==> config.mk <==
export PLATFORM = sky130hd
export DESIGN_NAME = dac_input_update_control
export DESIGN_NICKNAME = d
export VERILOG_FILES = /design/src/hdl/dac_pkg.sv /design/src/hdl/axil_reg_port.sv /design/src/hdl/dac_input_update_control.sv /design/src/hdl/trigger_edge_select.sv
export VERILOG_INCLUDE_DIRS = /design/src /design/src/hdl
export SDC_FILE = /design/constraint.sdc
export NUM_CORES = 1
export LEC_CHECK = 0
export BUFFER_PORTS_ARGS = -buffer_cell sky130_fd_sc_hd__clkbuf_2
export CORE_MARGIN = 10
export CORE_UTILIZATION = 52
export DETAILED_ROUTE_END_ITERATION = 10
export GPL_TIMING_DRIVEN = 0
export PLACE_DENSITY_LB_ADDON = 0.25
export SETUP_SLACK_MARGIN = 0.3
export SLEW_MARGIN = 20
export SYNTH_ARGS = -nofsm -noshare
export SYNTH_HDL_FRONTEND = slang
export SYNTH_SLANG_ARGS = --single-unit
==> constraint.sdc <==
create_clock -name aclk -period 3 [get_ports aclk]
set_input_delay 0.6 -clock aclk [delete_from_list [all_inputs] [get_ports aclk]]
set_output_delay 0.6 -clock aclk [all_outputs]
set_load 0.1 [all_outputs]
==> src/hdl/dac_cfg.svh <==
// Register map, field positions, reset values and timing counts of the converter control
`ifndef DAC_CFG_SVH
`define DAC_CFG_SVH

`define CTRL_OFFSET       8'h00
`define HIGH_OFFSET       8'h04
`define LOW_OFFSET        8'h08
`define STATUS_OFFSET     8'h0C

`define ENABLE_BIT        0
`define LEFT_ADJUST_BIT   2
`define TSEL_LSB          4
`define TSEL_MSB          6
`define AUTO_TRIG_BIT     7
`define CTRL_WRITE_MASK   8'hF5

`define CTRL_RESET        8'h00
`define HIGH_RESET        8'h00
`define LOW_RESET         8'h00
`define VALUE_RESET       10'h000

`define HIGH_RIGHT_MASK   8'h03
`define LOW_LEFT_MASK     8'hC0

`define STAT_BUSY_BIT     10
`define STAT_LOCK_BIT     11

`define RESP_OKAY         2'b00
`define RESP_SLVERR       2'b10

`define CLK_PERIOD_NS     4
`define CONV_TIME_NS      1000
`define CONV_CYCLES       ((`CONV_TIME_NS + `CLK_PERIOD_NS - 1) / `CLK_PERIOD_NS)

`endif

==> src/hdl/dac_pkg.sv <==
// Types shared by the converter control modules
package dac_pkg;

    typedef enum logic [1:0] {
        CONV_IDLE = 2'b01,
        CONV_BUSY = 2'b10
    } conv_state_t;

    typedef enum logic [2:0] {
        TSEL_CMP0     = 3'h0,
        TSEL_CMP1     = 3'h1,
        TSEL_EXT_INT0 = 3'h2,
        TSEL_TMR1_OVF = 3'h6,
        TSEL_TMR1_CAP = 3'h7
    } trig_sel_t;

endpackage

==> src/hdl/axil_reg_port.sv <==
// AXI4-Lite slave front end turning bus transfers into register strobes
`timescale 1ns/1ps
`default_nettype none
`include "dac_cfg.svh"

module axil_reg_port (
    // Clock and reset
    input  wire logic        aclk,
    input  wire logic        aresetn,
    // Write address and data
    input  wire logic [7:0]  s_axi_awaddr,
    input  wire logic        s_axi_awvalid,
    output logic             s_axi_awready,
    input  wire logic [31:0] s_axi_wdata,
    input  wire logic [3:0]  s_axi_wstrb,
    input  wire logic        s_axi_wvalid,
    output logic             s_axi_wready,
    // Write response
    output logic [1:0]       s_axi_bresp,
    output logic             s_axi_bvalid,
    input  wire logic        s_axi_bready,
    // Read address and data
    input  wire logic [7:0]  s_axi_araddr,
    input  wire logic        s_axi_arvalid,
    output logic             s_axi_arready,
    output logic [31:0]      s_axi_rdata,
    output logic [1:0]       s_axi_rresp,
    output logic             s_axi_rvalid,
    input  wire logic        s_axi_rready,
    // Register side
    output logic             wr_fire,
    output logic [7:0]       wr_addr,
    output logic [7:0]       wr_data,
    output logic             wr_lane0,
    input  wire logic        wr_ok,
    output logic [7:0]       rd_addr,
    input  wire logic [31:0] rd_data,
    input  wire logic        rd_ok
);

    logic        aw_held_reg, aw_held_next;
    logic        w_held_reg, w_held_next;
    logic [7:0]  awaddr_reg, awaddr_next;
    logic [7:0]  wdata_reg, wdata_next;
    logic        lane0_reg, lane0_next;
    logic        bvalid_reg, bvalid_next;
    logic [1:0]  bresp_reg, bresp_next;
    logic        rvalid_reg, rvalid_next;
    logic [31:0] rdata_reg, rdata_next;
    logic [1:0]  rresp_reg, rresp_next;

    assign s_axi_awready = !aw_held_reg && !bvalid_reg;
    assign s_axi_wready  = !w_held_reg && !bvalid_reg;
    assign s_axi_arready = !rvalid_reg;
    assign wr_fire       = aw_held_reg && w_held_reg;
    assign wr_addr       = awaddr_reg;
    assign wr_data       = wdata_reg;
    assign wr_lane0      = lane0_reg;
    assign rd_addr       = s_axi_araddr;
    assign s_axi_bvalid  = bvalid_reg;
    assign s_axi_bresp   = bresp_reg;
    assign s_axi_rvalid  = rvalid_reg;
    assign s_axi_rdata   = rdata_reg;
    assign s_axi_rresp   = rresp_reg;

    always_comb begin
        aw_held_next = aw_held_reg;
        w_held_next  = w_held_reg;
        awaddr_next  = awaddr_reg;
        wdata_next   = wdata_reg;
        lane0_next   = lane0_reg;
        bvalid_next  = bvalid_reg;
        bresp_next   = bresp_reg;
        rvalid_next  = rvalid_reg;
        rdata_next   = rdata_reg;
        rresp_next   = rresp_reg;
        if (s_axi_awvalid && s_axi_awready) begin
            aw_held_next = 1'b1;
            awaddr_next  = s_axi_awaddr;
        end
        if (s_axi_wvalid && s_axi_wready) begin
            w_held_next = 1'b1;
            wdata_next  = s_axi_wdata[7:0];
            lane0_next  = s_axi_wstrb[0];
        end
        if (wr_fire) begin
            aw_held_next = 1'b0;
            w_held_next  = 1'b0;
            bvalid_next  = 1'b1;
            bresp_next   = wr_ok ? `RESP_OKAY : `RESP_SLVERR;
        end else if (bvalid_reg && s_axi_bready) begin
            bvalid_next = 1'b0;
        end
        if (s_axi_arvalid && s_axi_arready) begin
            rvalid_next = 1'b1;
            rdata_next  = rd_data;
            rresp_next  = rd_ok ? `RESP_OKAY : `RESP_SLVERR;
        end else if (rvalid_reg && s_axi_rready) begin
            rvalid_next = 1'b0;
        end
    end

    always_ff @(posedge aclk) begin
        if (!aresetn) begin
            aw_held_reg <= 1'b0;
            w_held_reg  <= 1'b0;
            awaddr_reg  <= 8'h00;
            wdata_reg   <= 8'h00;
            lane0_reg   <= 1'b0;
            bvalid_reg  <= 1'b0;
            bresp_reg   <= 2'b00;
            rvalid_reg  <= 1'b0;
            rdata_reg   <= 32'h00000000;
            rresp_reg   <= 2'b00;
        end else begin
            aw_held_reg <= aw_held_next;
            w_held_reg  <= w_held_next;
            awaddr_reg  <= awaddr_next;
            wdata_reg   <= wdata_next;
            lane0_reg   <= lane0_next;
            bvalid_reg  <= bvalid_next;
            bresp_reg   <= bresp_next;
            rvalid_reg  <= rvalid_next;
            rdata_reg   <= rdata_next;
            rresp_reg   <= rresp_next;
        end
    end

endmodule

`default_nettype wire

==> src/hdl/dac_input_update_control.sv <==
// Control of the 10-bit converter input: registers, shadow value and trigger updates
//
// Function
// - Enable bit 0 set drives the converter from the value; cleared disables it.
// - Auto trigger bit 7 and enable bit 0 both set load the converter on a selected source rising edge.
// - A trigger still high after a conversion starts nothing until a new edge.
// - Trigger edges arriving during a triggered conversion are ignored.
// - Three-bit select: comparators 0/1, external interrupt 0, timer overflow, capture.
// - The source flag's rising edge triggers whether or not its interrupt is enabled.
// - Auto trigger cleared: writing the high byte loads both bytes to the converter.
// - A low byte write blocks updates until the high byte is written; low first.
// - Left adjust bit 2 picks alignment; a change acts at the next high byte write.
// - Right alignment: high bits 1:0 hold value 9:8, low byte holds value 7:0.
// - Left alignment: a high byte write alone updates the converter, an 8-bit mode.
// - Left alignment: high holds value 9:2, low bits 7:6 hold value 1:0.
//
// Implementation choices: the register addresses and register access over AXI4-Lite.
`timescale 1ns/1ps
`default_nettype none
`include "dac_cfg.svh"

module dac_input_update_control
    import dac_pkg::*;
(
    // Clock and reset
    input  wire logic        aclk,
    input  wire logic        aresetn,
    // AXI4-Lite write address
    input  wire logic [7:0]  s_axi_awaddr,
    input  wire logic        s_axi_awvalid,
    output logic             s_axi_awready,
    // AXI4-Lite write data
    input  wire logic [31:0] s_axi_wdata,
    input  wire logic [3:0]  s_axi_wstrb,
    input  wire logic        s_axi_wvalid,
    output logic             s_axi_wready,
    // AXI4-Lite write response
    output logic [1:0]       s_axi_bresp,
    output logic             s_axi_bvalid,
    input  wire logic        s_axi_bready,
    // AXI4-Lite read address
    input  wire logic [7:0]  s_axi_araddr,
    input  wire logic        s_axi_arvalid,
    output logic             s_axi_arready,
    // AXI4-Lite read data
    output logic [31:0]      s_axi_rdata,
    output logic [1:0]       s_axi_rresp,
    output logic             s_axi_rvalid,
    input  wire logic        s_axi_rready,
    // Peripheral event flags
    input  wire logic        cmp0_flag,
    input  wire logic        cmp1_flag,
    input  wire logic        ext_int0_flag,
    input  wire logic        tmr1_ovf_flag,
    input  wire logic        tmr1_cap_flag,
    // Converter side
    output logic             converter_enable,
    output logic [9:0]       converter_value,
    output logic             converter_update,
    output logic             converter_busy
);

    // Bus strobes
    logic        wr_fire;
    logic [7:0]  wr_addr;
    logic [7:0]  wr_data;
    logic        wr_lane0;
    logic        wr_ok;
    logic [7:0]  rd_addr;
    logic [31:0] rd_data;
    logic        rd_ok;

    // Software visible registers
    logic [7:0]  ctrl_reg, ctrl_next;
    logic [7:0]  high_reg, high_next;
    logic [7:0]  low_reg, low_next;

    // Hidden converter input state
    logic [9:0]  staged_reg, staged_next;
    logic [9:0]  shadow_reg, shadow_next;
    logic        lock_reg, lock_next;
    logic        update_reg, update_next;

    // Triggered conversion timing
    conv_state_t state_reg, state_next;
    logic [7:0]  cnt_reg, cnt_next;

    // Decoded control fields
    logic        auto_trigger_enable;
    logic [2:0]  trigger_select;
    logic        left_adjust;
    logic        trig_edge;
    logic        trig_take;

    // Write decode
    logic        wr_ctrl;
    logic        wr_high;
    logic        wr_low;
    logic [7:0]  high_mask;
    logic [7:0]  low_mask;
    logic [7:0]  high_new;
    logic [9:0]  aligned_new;

    axil_reg_port u_bus (
        .aclk          (aclk),
        .aresetn       (aresetn),
        .s_axi_awaddr  (s_axi_awaddr),
        .s_axi_awvalid (s_axi_awvalid),
        .s_axi_awready (s_axi_awready),
        .s_axi_wdata   (s_axi_wdata),
        .s_axi_wstrb   (s_axi_wstrb),
        .s_axi_wvalid  (s_axi_wvalid),
        .s_axi_wready  (s_axi_wready),
        .s_axi_bresp   (s_axi_bresp),
        .s_axi_bvalid  (s_axi_bvalid),
        .s_axi_bready  (s_axi_bready),
        .s_axi_araddr  (s_axi_araddr),
        .s_axi_arvalid (s_axi_arvalid),
        .s_axi_arready (s_axi_arready),
        .s_axi_rdata   (s_axi_rdata),
        .s_axi_rresp   (s_axi_rresp),
        .s_axi_rvalid  (s_axi_rvalid),
        .s_axi_rready  (s_axi_rready),
        .wr_fire       (wr_fire),
        .wr_addr       (wr_addr),
        .wr_data       (wr_data),
        .wr_lane0      (wr_lane0),
        .wr_ok         (wr_ok),
        .rd_addr       (rd_addr),
        .rd_data       (rd_data),
        .rd_ok         (rd_ok)
    );

    trigger_edge_select u_trig (
        .aclk           (aclk),
        .aresetn        (aresetn),
        .cmp0_flag      (cmp0_flag),
        .cmp1_flag      (cmp1_flag),
        .ext_int0_flag  (ext_int0_flag),
        .tmr1_ovf_flag  (tmr1_ovf_flag),
        .tmr1_cap_flag  (tmr1_cap_flag),
        .trigger_select (trigger_select),
        .trig_edge      (trig_edge)
    );

    assign auto_trigger_enable = ctrl_reg[`AUTO_TRIG_BIT];
    assign trigger_select      = ctrl_reg[`TSEL_MSB:`TSEL_LSB];
    assign left_adjust         = ctrl_reg[`LEFT_ADJUST_BIT];

    // Unused value bits follow the alignment in force
    assign high_mask = left_adjust ? 8'hFF : `HIGH_RIGHT_MASK;
    assign low_mask  = left_adjust ? `LOW_LEFT_MASK : 8'hFF;

    // Address decoding of writes
    always_comb begin
        wr_ctrl = 1'b0;
        wr_high = 1'b0;
        wr_low  = 1'b0;
        wr_ok   = 1'b1;
        if (wr_addr == `CTRL_OFFSET) begin
            wr_ctrl = wr_fire && wr_lane0;
        end else if (wr_addr == `HIGH_OFFSET) begin
            wr_high = wr_fire && wr_lane0;
        end else if (wr_addr == `LOW_OFFSET) begin
            wr_low = wr_fire && wr_lane0;
        end else if (wr_addr == `STATUS_OFFSET) begin
            wr_ok = 1'b1;
        end else begin
            wr_ok = 1'b0;
        end
    end

    // Address decoding of reads
    always_comb begin
        rd_data = 32'h00000000;
        rd_ok   = 1'b1;
        if (rd_addr == `CTRL_OFFSET) begin
            rd_data[7:0] = ctrl_reg;
        end else if (rd_addr == `HIGH_OFFSET) begin
            rd_data[7:0] = high_reg & high_mask;
        end else if (rd_addr == `LOW_OFFSET) begin
            rd_data[7:0] = low_reg & low_mask;
        end else if (rd_addr == `STATUS_OFFSET) begin
            rd_data[9:0]            = shadow_reg;
            rd_data[`STAT_BUSY_BIT] = (state_reg == CONV_BUSY);
            rd_data[`STAT_LOCK_BIT] = lock_reg;
        end else begin
            rd_ok = 1'b0;
        end
    end

    // New aligned value formed from the incoming high byte
    always_comb begin
        high_new = wr_data & high_mask;
        if (left_adjust) begin
            aligned_new = {high_new, low_reg[7:6]};
        end else begin
            aligned_new = {high_new[1:0], low_reg};
        end
    end

    // Register file
    always_comb begin
        ctrl_next = ctrl_reg;
        high_next = high_reg;
        low_next  = low_reg;
        if (wr_ctrl) begin
            ctrl_next = wr_data & `CTRL_WRITE_MASK;
        end
        if (wr_high) begin
            high_next = high_new;
        end
        if (wr_low) begin
            low_next = wr_data & low_mask;
        end
    end

    always_ff @(posedge aclk) begin
        if (!aresetn) begin
            ctrl_reg <= `CTRL_RESET;
            high_reg <= `HIGH_RESET;
            low_reg  <= `LOW_RESET;
        end else begin
            ctrl_reg <= ctrl_next;
            high_reg <= high_next;
            low_reg  <= low_next;
        end
    end

    // Trigger accepted only when idle, enabled and not held by a lone low write
    assign trig_take = auto_trigger_enable && ctrl_reg[`ENABLE_BIT]
                       && trig_edge && !lock_reg
                       && (state_reg == CONV_IDLE);

    // Shadow value, staged pair and low-byte lock
    always_comb begin
        staged_next = staged_reg;
        shadow_next = shadow_reg;
        lock_next   = lock_reg;
        update_next = 1'b0;
        if (wr_low) begin
            lock_next = 1'b1;
        end
        if (wr_high) begin
            lock_next   = 1'b0;
            staged_next = aligned_new;
            if (!auto_trigger_enable) begin
                shadow_next = aligned_new;
                update_next = 1'b1;
            end
        end
        // A trigger beside a high write still loads, since the busy phase starts
        if (trig_take) begin
            shadow_next = staged_reg;
            update_next = 1'b1;
        end
    end

    always_ff @(posedge aclk) begin
        if (!aresetn) begin
            staged_reg <= `VALUE_RESET;
            shadow_reg <= `VALUE_RESET;
            lock_reg   <= 1'b0;
            update_reg <= 1'b0;
        end else begin
            staged_reg <= staged_next;
            shadow_reg <= shadow_next;
            lock_reg   <= lock_next;
            update_reg <= update_next;
        end
    end

    // Triggered conversion in progress
    always_comb begin
        state_next = state_reg;
        cnt_next   = cnt_reg;
        case (state_reg)
            CONV_IDLE: begin
                if (trig_take) begin
                    state_next = CONV_BUSY;
                    cnt_next   = 8'(`CONV_CYCLES - 1);
                end
            end
            CONV_BUSY: begin
                if (cnt_reg == 8'h00) begin
                    state_next = CONV_IDLE;
                end else begin
                    cnt_next = cnt_reg - 8'h01;
                end
            end
            default: begin
                state_next = CONV_IDLE;
                cnt_next   = 8'h00;
            end
        endcase
    end

    always_ff @(posedge aclk) begin
        if (!aresetn) begin
            state_reg <= CONV_IDLE;
            cnt_reg   <= 8'h00;
        end else begin
            state_reg <= state_next;
            cnt_reg   <= cnt_next;
        end
    end

    // Converter outputs
    assign converter_enable = ctrl_reg[`ENABLE_BIT];
    assign converter_value  = shadow_reg;
    assign converter_update = update_reg;
    assign converter_busy   = (state_reg == CONV_BUSY);

endmodule

`default_nettype wire

==> src/hdl/trigger_edge_select.sv <==
// Trigger source selection and rising edge detection of the selected flag
`timescale 1ns/1ps
`default_nettype none

module trigger_edge_select
    import dac_pkg::*;
(
    // Clock and reset
    input  wire logic       aclk,
    input  wire logic       aresetn,
    // Source flags and selection
    input  wire logic       cmp0_flag,
    input  wire logic       cmp1_flag,
    input  wire logic       ext_int0_flag,
    input  wire logic       tmr1_ovf_flag,
    input  wire logic       tmr1_cap_flag,
    input  wire logic [2:0] trigger_select,
    // Detected edge
    output logic            trig_edge
);

    logic sel_flag;
    logic prev_reg;
    logic prev_next;

    always_comb begin
        case (trigger_select)
            TSEL_CMP0:     sel_flag = cmp0_flag;
            TSEL_CMP1:     sel_flag = cmp1_flag;
            TSEL_EXT_INT0: sel_flag = ext_int0_flag;
            TSEL_TMR1_OVF: sel_flag = tmr1_ovf_flag;
            TSEL_TMR1_CAP: sel_flag = tmr1_cap_flag;
            default:       sel_flag = 1'b0;
        endcase
    end

    always_comb begin
        prev_next = sel_flag;
    end

    always_ff @(posedge aclk) begin
        if (!aresetn) begin
            prev_reg <= 1'b0;
        end else begin
            prev_reg <= prev_next;
        end
    end

    // A flag that stays high gives no second edge
    assign trig_edge = sel_flag & ~prev_reg;

endmodule

`default_nettype wire
======== Yosys cells after proc, flatten, opt, wreduce, memory -nomap -nowiden ========
Cells that the tools add are included.
word-level totals
  bits in registers ....................... 92
  bits of input ports ..................... 64
  output and inout port bits .............. 54
  logic and storage cells ................. 117
operators by class
  add/subtract/negate cells ............... 1
  equal/unequal tests ..................... 16
  multiplexer cells ....................... 43
  bitwise logic cells ..................... 7
  reduce and logical (&&, ||, !) cells .... 30
operator list
  operator                                               count
  2-to-1 mux 8 bit                                       6
  2-to-1 mux 10 bit                                      4
  bitwise AND 8 bit                                      4
  equality test 8 x 4 -> 1 bit, second input constant    4
  zero test 8 bit                                        3
  2-to-1 mux 1 bit                                       21
  equality test 8 x 3 -> 1 bit, second input constant    2
  one-hot mux 8 bit (2 select lines)                     1
  logical AND 1 bit                                      13
  2-to-1 mux 12 bit                                      1
  2-to-1 mux 4 bit                                       3
  2-to-1 mux 2 bit                                       4
  subtractor 8 x 1 -> 8 bit, second input constant       1
  equality test 3 bit, second input constant             2
  2-to-1 mux 6 bit                                       1
  AND reduction 2 bit                                    3
  nonzero test 2 bit                                     3
  zero test 1 bit                                        5
  one-hot mux 1 bit (5 select lines)                     1
  inequality test 2 x 1 -> 1 bit, second input constant  2
  inequality test 2 bit, second input constant           2
  one-hot mux 2 bit (2 select lines)                     1
  OR reduction 2 bit                                     2
  equality test 3 x 1 -> 1 bit, second input constant    1
  6 further kinds                                        7

======== Logic depth before layout (Yosys ltp) ========
  depth in word-level cells ............... 8
  depth in mapped cells ................... 8
  mapped depth without buffers ............ 7

======== By module ========
From an unflattened synthesis, not the netlist that was laid out.
second synthesis, totals
  cells, all modules ...................... 629
  area total of the unflattened synthesis .. 5183.7 sq um
by module, submodules not included
  module                    instances  cells an instance  area each (sq um)  seq. area each (sq um)
  dac_input_update_control  1          362                3009.1             1081.0
  axil_reg_port             1          255                2064.5             1101.1
  trigger_edge_select       1          12                 110.1              20.0

======== Worst setup path before layout ========
OpenSTA, ideal clock, no wires.
  kind .................................... register to register
  from .................................... register u_bus.bvalid_reg (netlist: u_bus.s_axi_bvalid)
  to ...................................... register u_bus.wdata_reg[7] (netlist: u_bus.wr_data[7])
  library setup time ...................... 132 ps
  arrival time ............................ 2807 ps
  setup slack ............................. 61 ps
  cell stages (with the launch flop) ...... 5
  buffers on the path ..................... 0
  clock period less this slack ............ 2939 ps
  cells stage by stage .................... dfxtp_1 -> nor2_1 -> nand2_1 -> nand2_1 -> a21oi_1
on the way
  longest elaborated chain between the ends .. 3
ends and longest elaborated chain
  element                   line                            source
  start: declaration        axil_reg_port.sv:46             logic bvalid_reg, bvalid_next;
  start signal: assignment  axil_reg_port.sv:121            bvalid_reg <= bvalid_next;
  zero test 1 bit           axil_reg_port.sv:53             assign s_axi_wready = !w_held_reg && !bvalid_reg;
  logical AND 1 bit         axil_reg_port.sv:53
  net s_axi_wready          dac_input_update_control.sv:36  output logic s_axi_wready,
  logical AND 1 bit         axil_reg_port.sv:81             if (s_axi_wvalid && s_axi_wready) begin
  end signal: assignment    axil_reg_port.sv:119            wdata_reg <= wdata_next;
  end: declaration          axil_reg_port.sv:44             logic [7:0] wdata_reg, wdata_next;
The timed path passes the listed nets, and every way through them passes these cells.
A chain may end at the register's enable or synchronous reset.

======== Final worst setup path ========
  from .................................... register u_bus.awaddr_reg[4] (netlist: u_bus.wr_addr[4])
  to ...................................... register low_reg[5]
on the way
  longest elaborated chain between the ends .. 4
  elaborated cells on any way between the ends .. 6
  classes of those cells .................. 2 x eq/ne; 3 x mux; 1 x reduce/logical
ends and longest elaborated chain
  element                                        line                             source
  start: declaration                             axil_reg_port.sv:43              logic [7:0] awaddr_reg, awaddr_next;
  start signal: assignment                       axil_reg_port.sv:118             awaddr_reg <= awaddr_next;
  equality test 8 x 4 -> 1 bit (no source line)  n/a
  2-to-1 mux 1 bit                               dac_input_update_control.sv:164  end else if (wr_addr == `LOW_OFFSET) begin
  2-to-1 mux 1 bit                               dac_input_update_control.sv:162  end else if (wr_addr == `HIGH_OFFSET) begin
  2-to-1 mux 1 bit *                             dac_input_update_control.sv:160  if (wr_addr == `CTRL_OFFSET) begin
  end signal: assignment                         dac_input_update_control.sv:222  low_reg <= `LOW_RESET;
  end signal: assignment                         dac_input_update_control.sv:226  low_reg <= low_next;
  end: declaration                               dac_input_update_control.sv:76   logic [7:0] low_reg, low_next;
Every way passes the cells marked *; elsewhere a longest branch is shown, timed or not.

==> run_results.csv <==
group,metric,value,unit
outcome,status,"finished, final reports clean",
worst_setup_path,r2r_cells,6,
die,coreArea,7767,um2
die,rows,32,
yosys,synthTopCellsByArea,"dfxtp_1 43%, nand2_1 7.5%, o21ai_0 5.5%",
clock_tree,cts.sinks,90,
timing,max_slew_margin,48.16,%
grt,grt_max_degree,14,
timing,period_share,85.72,%
run,maxCapViolations,0,
grt,antenna_found_initial,0,
yosys,muxShareOfSynthArea,7.593,%
finish,drive_gt1_share,20.92,%
timing,finalCriticalPeriod,2.572,ns
die,die_h,109.7,um
route,dr.pass1.iters,5,
place,port-buffer-count,66,
worst_setup_path,critPathRequiredTime,3.28,ns
grt,grt_usage,19.53,%
power,p_leak,2.131,nW
timing,hold_viol_final,0,
route,ant_nets,0,
worst_setup_path,end_kind,"flop",
clock_tree,cts-htree-levels,3,
timing,timing.fmax,388.9,MHz
place,hpwlAfterDp,8725,um
die,start_util,53.88,%
yosys,synth_cells,508,
route,drc_errors,0,
worst_setup_path,worst-path-stages,6,
die,ios,118,
route,drt-wirelength-per-cell,16.26,um
power,ir_drop,0.3274,mV
worst_setup_path,crit_fanout,10,
yosys,synth_cell_types,49,
yosys,synth_top_family_by_area,"simple AND/OR/NAND/NOR gates",
route,drt-total-wl,11610,um
timing,rsz0062_at_grt,"no",
worst_setup_path,crit_arrival,2.85,ns
clock_tree,post_cts_buffers,0,
timing,worst_slew_pin_slew,0.7776,ns
min_path,hold_path_depth,2,
worst_setup_path,path_cells,"or4_4 -> or4_4 -> or3b_4 -> buf_6 -> or3b_1 -> a21oi_1",
yosys,synth-adder-area-share,0.8969,%
worst_setup_path,cp-start-kind,"flop",
yosys,synth_compound_area_share,15.84,%
timing,setup-tns-final,0,ns
yosys,synthXorXnorAreaFrac,0,%
finish,antenna_cells,0,
timing,skew,0.004548,ns
power,power.density,481.6,nW/um2
worst_setup_path,critPathTopFamily,"simple AND/OR/NAND/NOR gates",
clock_tree,insertion_delay,0.35,ns
yosys,yosysTopAreaCellShare,43.05,%
route,routed_via_density,5.466,
die,chipWidth,109.7,um
route,drt_iter0_drc,318,
yosys,synth_warnings,0,
grt,gr-total-overflow,0,
route,num_vias,3903,
clock_tree,cts-root-buf,"clkbuf_8",
finish,seq_area,1802,um2
finish,nFillCells,709,
finish,largest_reg_flops,12,
clock_tree,cts_tree,"built",
clock_tree,clkTransAtPathRegs,0.09,ns
grt,first_global_vias,3846,
finish,multiInputGateArea,2147,um2
worst_setup_path,slowest_delay,0.54,ns
power,fin_total_pwr,0.002374,W
finish,area_growth,17.79,%
yosys,ys_ff_latch,90,
clock_tree,numCtsBuffers,9,
yosys,synth_area_leader_cell,"dfxtp_1",
timing,maxSlewViolCount,0,
worst_setup_path,critPathBufInv,1,
min_path,hold_class,"in2reg",
yosys,synth_area,4185,um2
worst_setup_path,cp_common_cell,"or4_4",
finish,fin_nets,674,
worst_setup_path,cp_slowest_cell,"or4_4",
grt,grt_pass1_wl,18910,um
clock_tree,clock_path_buffers,2,
worst_setup_path,critPathKind,"reg2reg",
timing,setup_viol,0,
yosys,synthSimpleGateAreaFrac,24.72,%
yosys,avgSynthCellArea,8.239,um2
die,die-area,12040,um2
place,gp_congestion,0.9052,
yosys,yosysSeqAreaShare,43.05,%
[cell type report]
class	instances	area share, %
Sequential cell	90	36.55
Multi-Input combinational cell	376	43.55
Inverter	9	0.6853
Tap cell	102	2.589
Clock inverter	1	0.1523
Clock buffer	15	3.579
Buffer	54	6.091
Timing Repair Buffer	67	6.802
[layout by cell type (no fill, tap or decap), types with 12 or more instances in the layout]
master and count:
nand3_1 36, clkbuf_8 12, clkbuf_1 26, buf_4 22
a21oi_1 37, nor2_1 27, clkbuf_2 68, nand2_1 84
o21ai_0 46, mux2i_1 16, conb_1 22, dfxtp_1 90
[stage by stage]
step                hold WS, ns  cells  worst slack, ns  area [um2]  util [%]
global route             0.4245    714           0.3080        4930     63.47
finish                   0.4256    714           0.4284        4930     63.47
detailed placement       0.4431    698           0.2287        4738     61.00
CTS                      0.4292    714           0.3130        4925     63.40
global placement         0.4295    697           0.1436        4727     60.86
floorplan                0.4247    529           0.4043        4269         -
[worst paths after layout]
kind / start / end / slack (ns)
max: u_bus.wr_addr[4] / low_reg[5] / 0.43
min reg2reg: low_reg[4] / low_reg[4] / 0.46
max reg2reg: u_bus.wr_addr[4] / low_reg[5] / 0.43
min: s_axi_rready / u_bus.s_axi_rvalid / 0.43
[layer usage]
| layer | GRT usage [%] | vias to the layer above | part of all wire (%) |
|---|---|---|---|
| li1 | - | 1928 | - |
| met1 | 24.40 | 1814 | 42 |
| met2 | 33.09 | 147 | 48 |
| met3 | 3.920 | 14 | 8.1 |
| met4 | 6.134 | 0 | 1.7 |
| met5 | 0 | - | 0 |
[kinds of logic after synthesis]
kind of cell / after synthesis
AOI/OAI and AO/OA: 114
adders and majority gates: 3
buffers and inverters: 63
DFF: 90
muxes: 25
other: 1
and+or+nand+nor: 212
[cell usage after synthesis, drive strengths merged]
library cell / instances
a32o: 3
o22ai: 1
nand2b: 9
clkinv: 1
o31ai: 1
nand4b: 1
nor3: 6
o221ai: 1
a2111oi: 1
nand3: 36
or2: 2
mux2i: 16
inv: 8
a211o: 1
a21boi: 2
a22oi: 8
or3b: 6
or2b: 1
or4: 3
nor4b: 1
nand2: 84
o22a: 1
nor4bb: 2
mux2: 4
and3: 2
nor4: 6
a211oi: 2
buf: 28
conb: 1
a21o: 7
nor2b: 9
o21ai: 46
ha: 3
dfxtp: 90
o41ai: 2
and2: 8
clkbuf: 26
nand4: 6
mux4: 5
a21oi: 37
nor3b: 1
nor2: 29
a31o: 1
[timing repair]
action / in CTS / in global routing
endpoints found under the setup margin: 12 / 15
resized for setup: 2 / 6
hold endpoints to repair: 0 / 0
hold buffers: 0 / 0
pin swaps: 0 / 0
[where the power goes]
| group | internal, W | switching [W] | leakage [nW] | total [W] |
|---|---|---|---|---|
| logic | 0.0000786 | 0.000271 | 1.31 | 0.000349 |
| registers | 0.00122 | 0.0000255 | 0.729 | 0.00124 |
| clock network | 0.000371 | 0.000413 | 0.0900 | 0.000784 |
No activity file was read; power rests on OpenSTA's default activity.
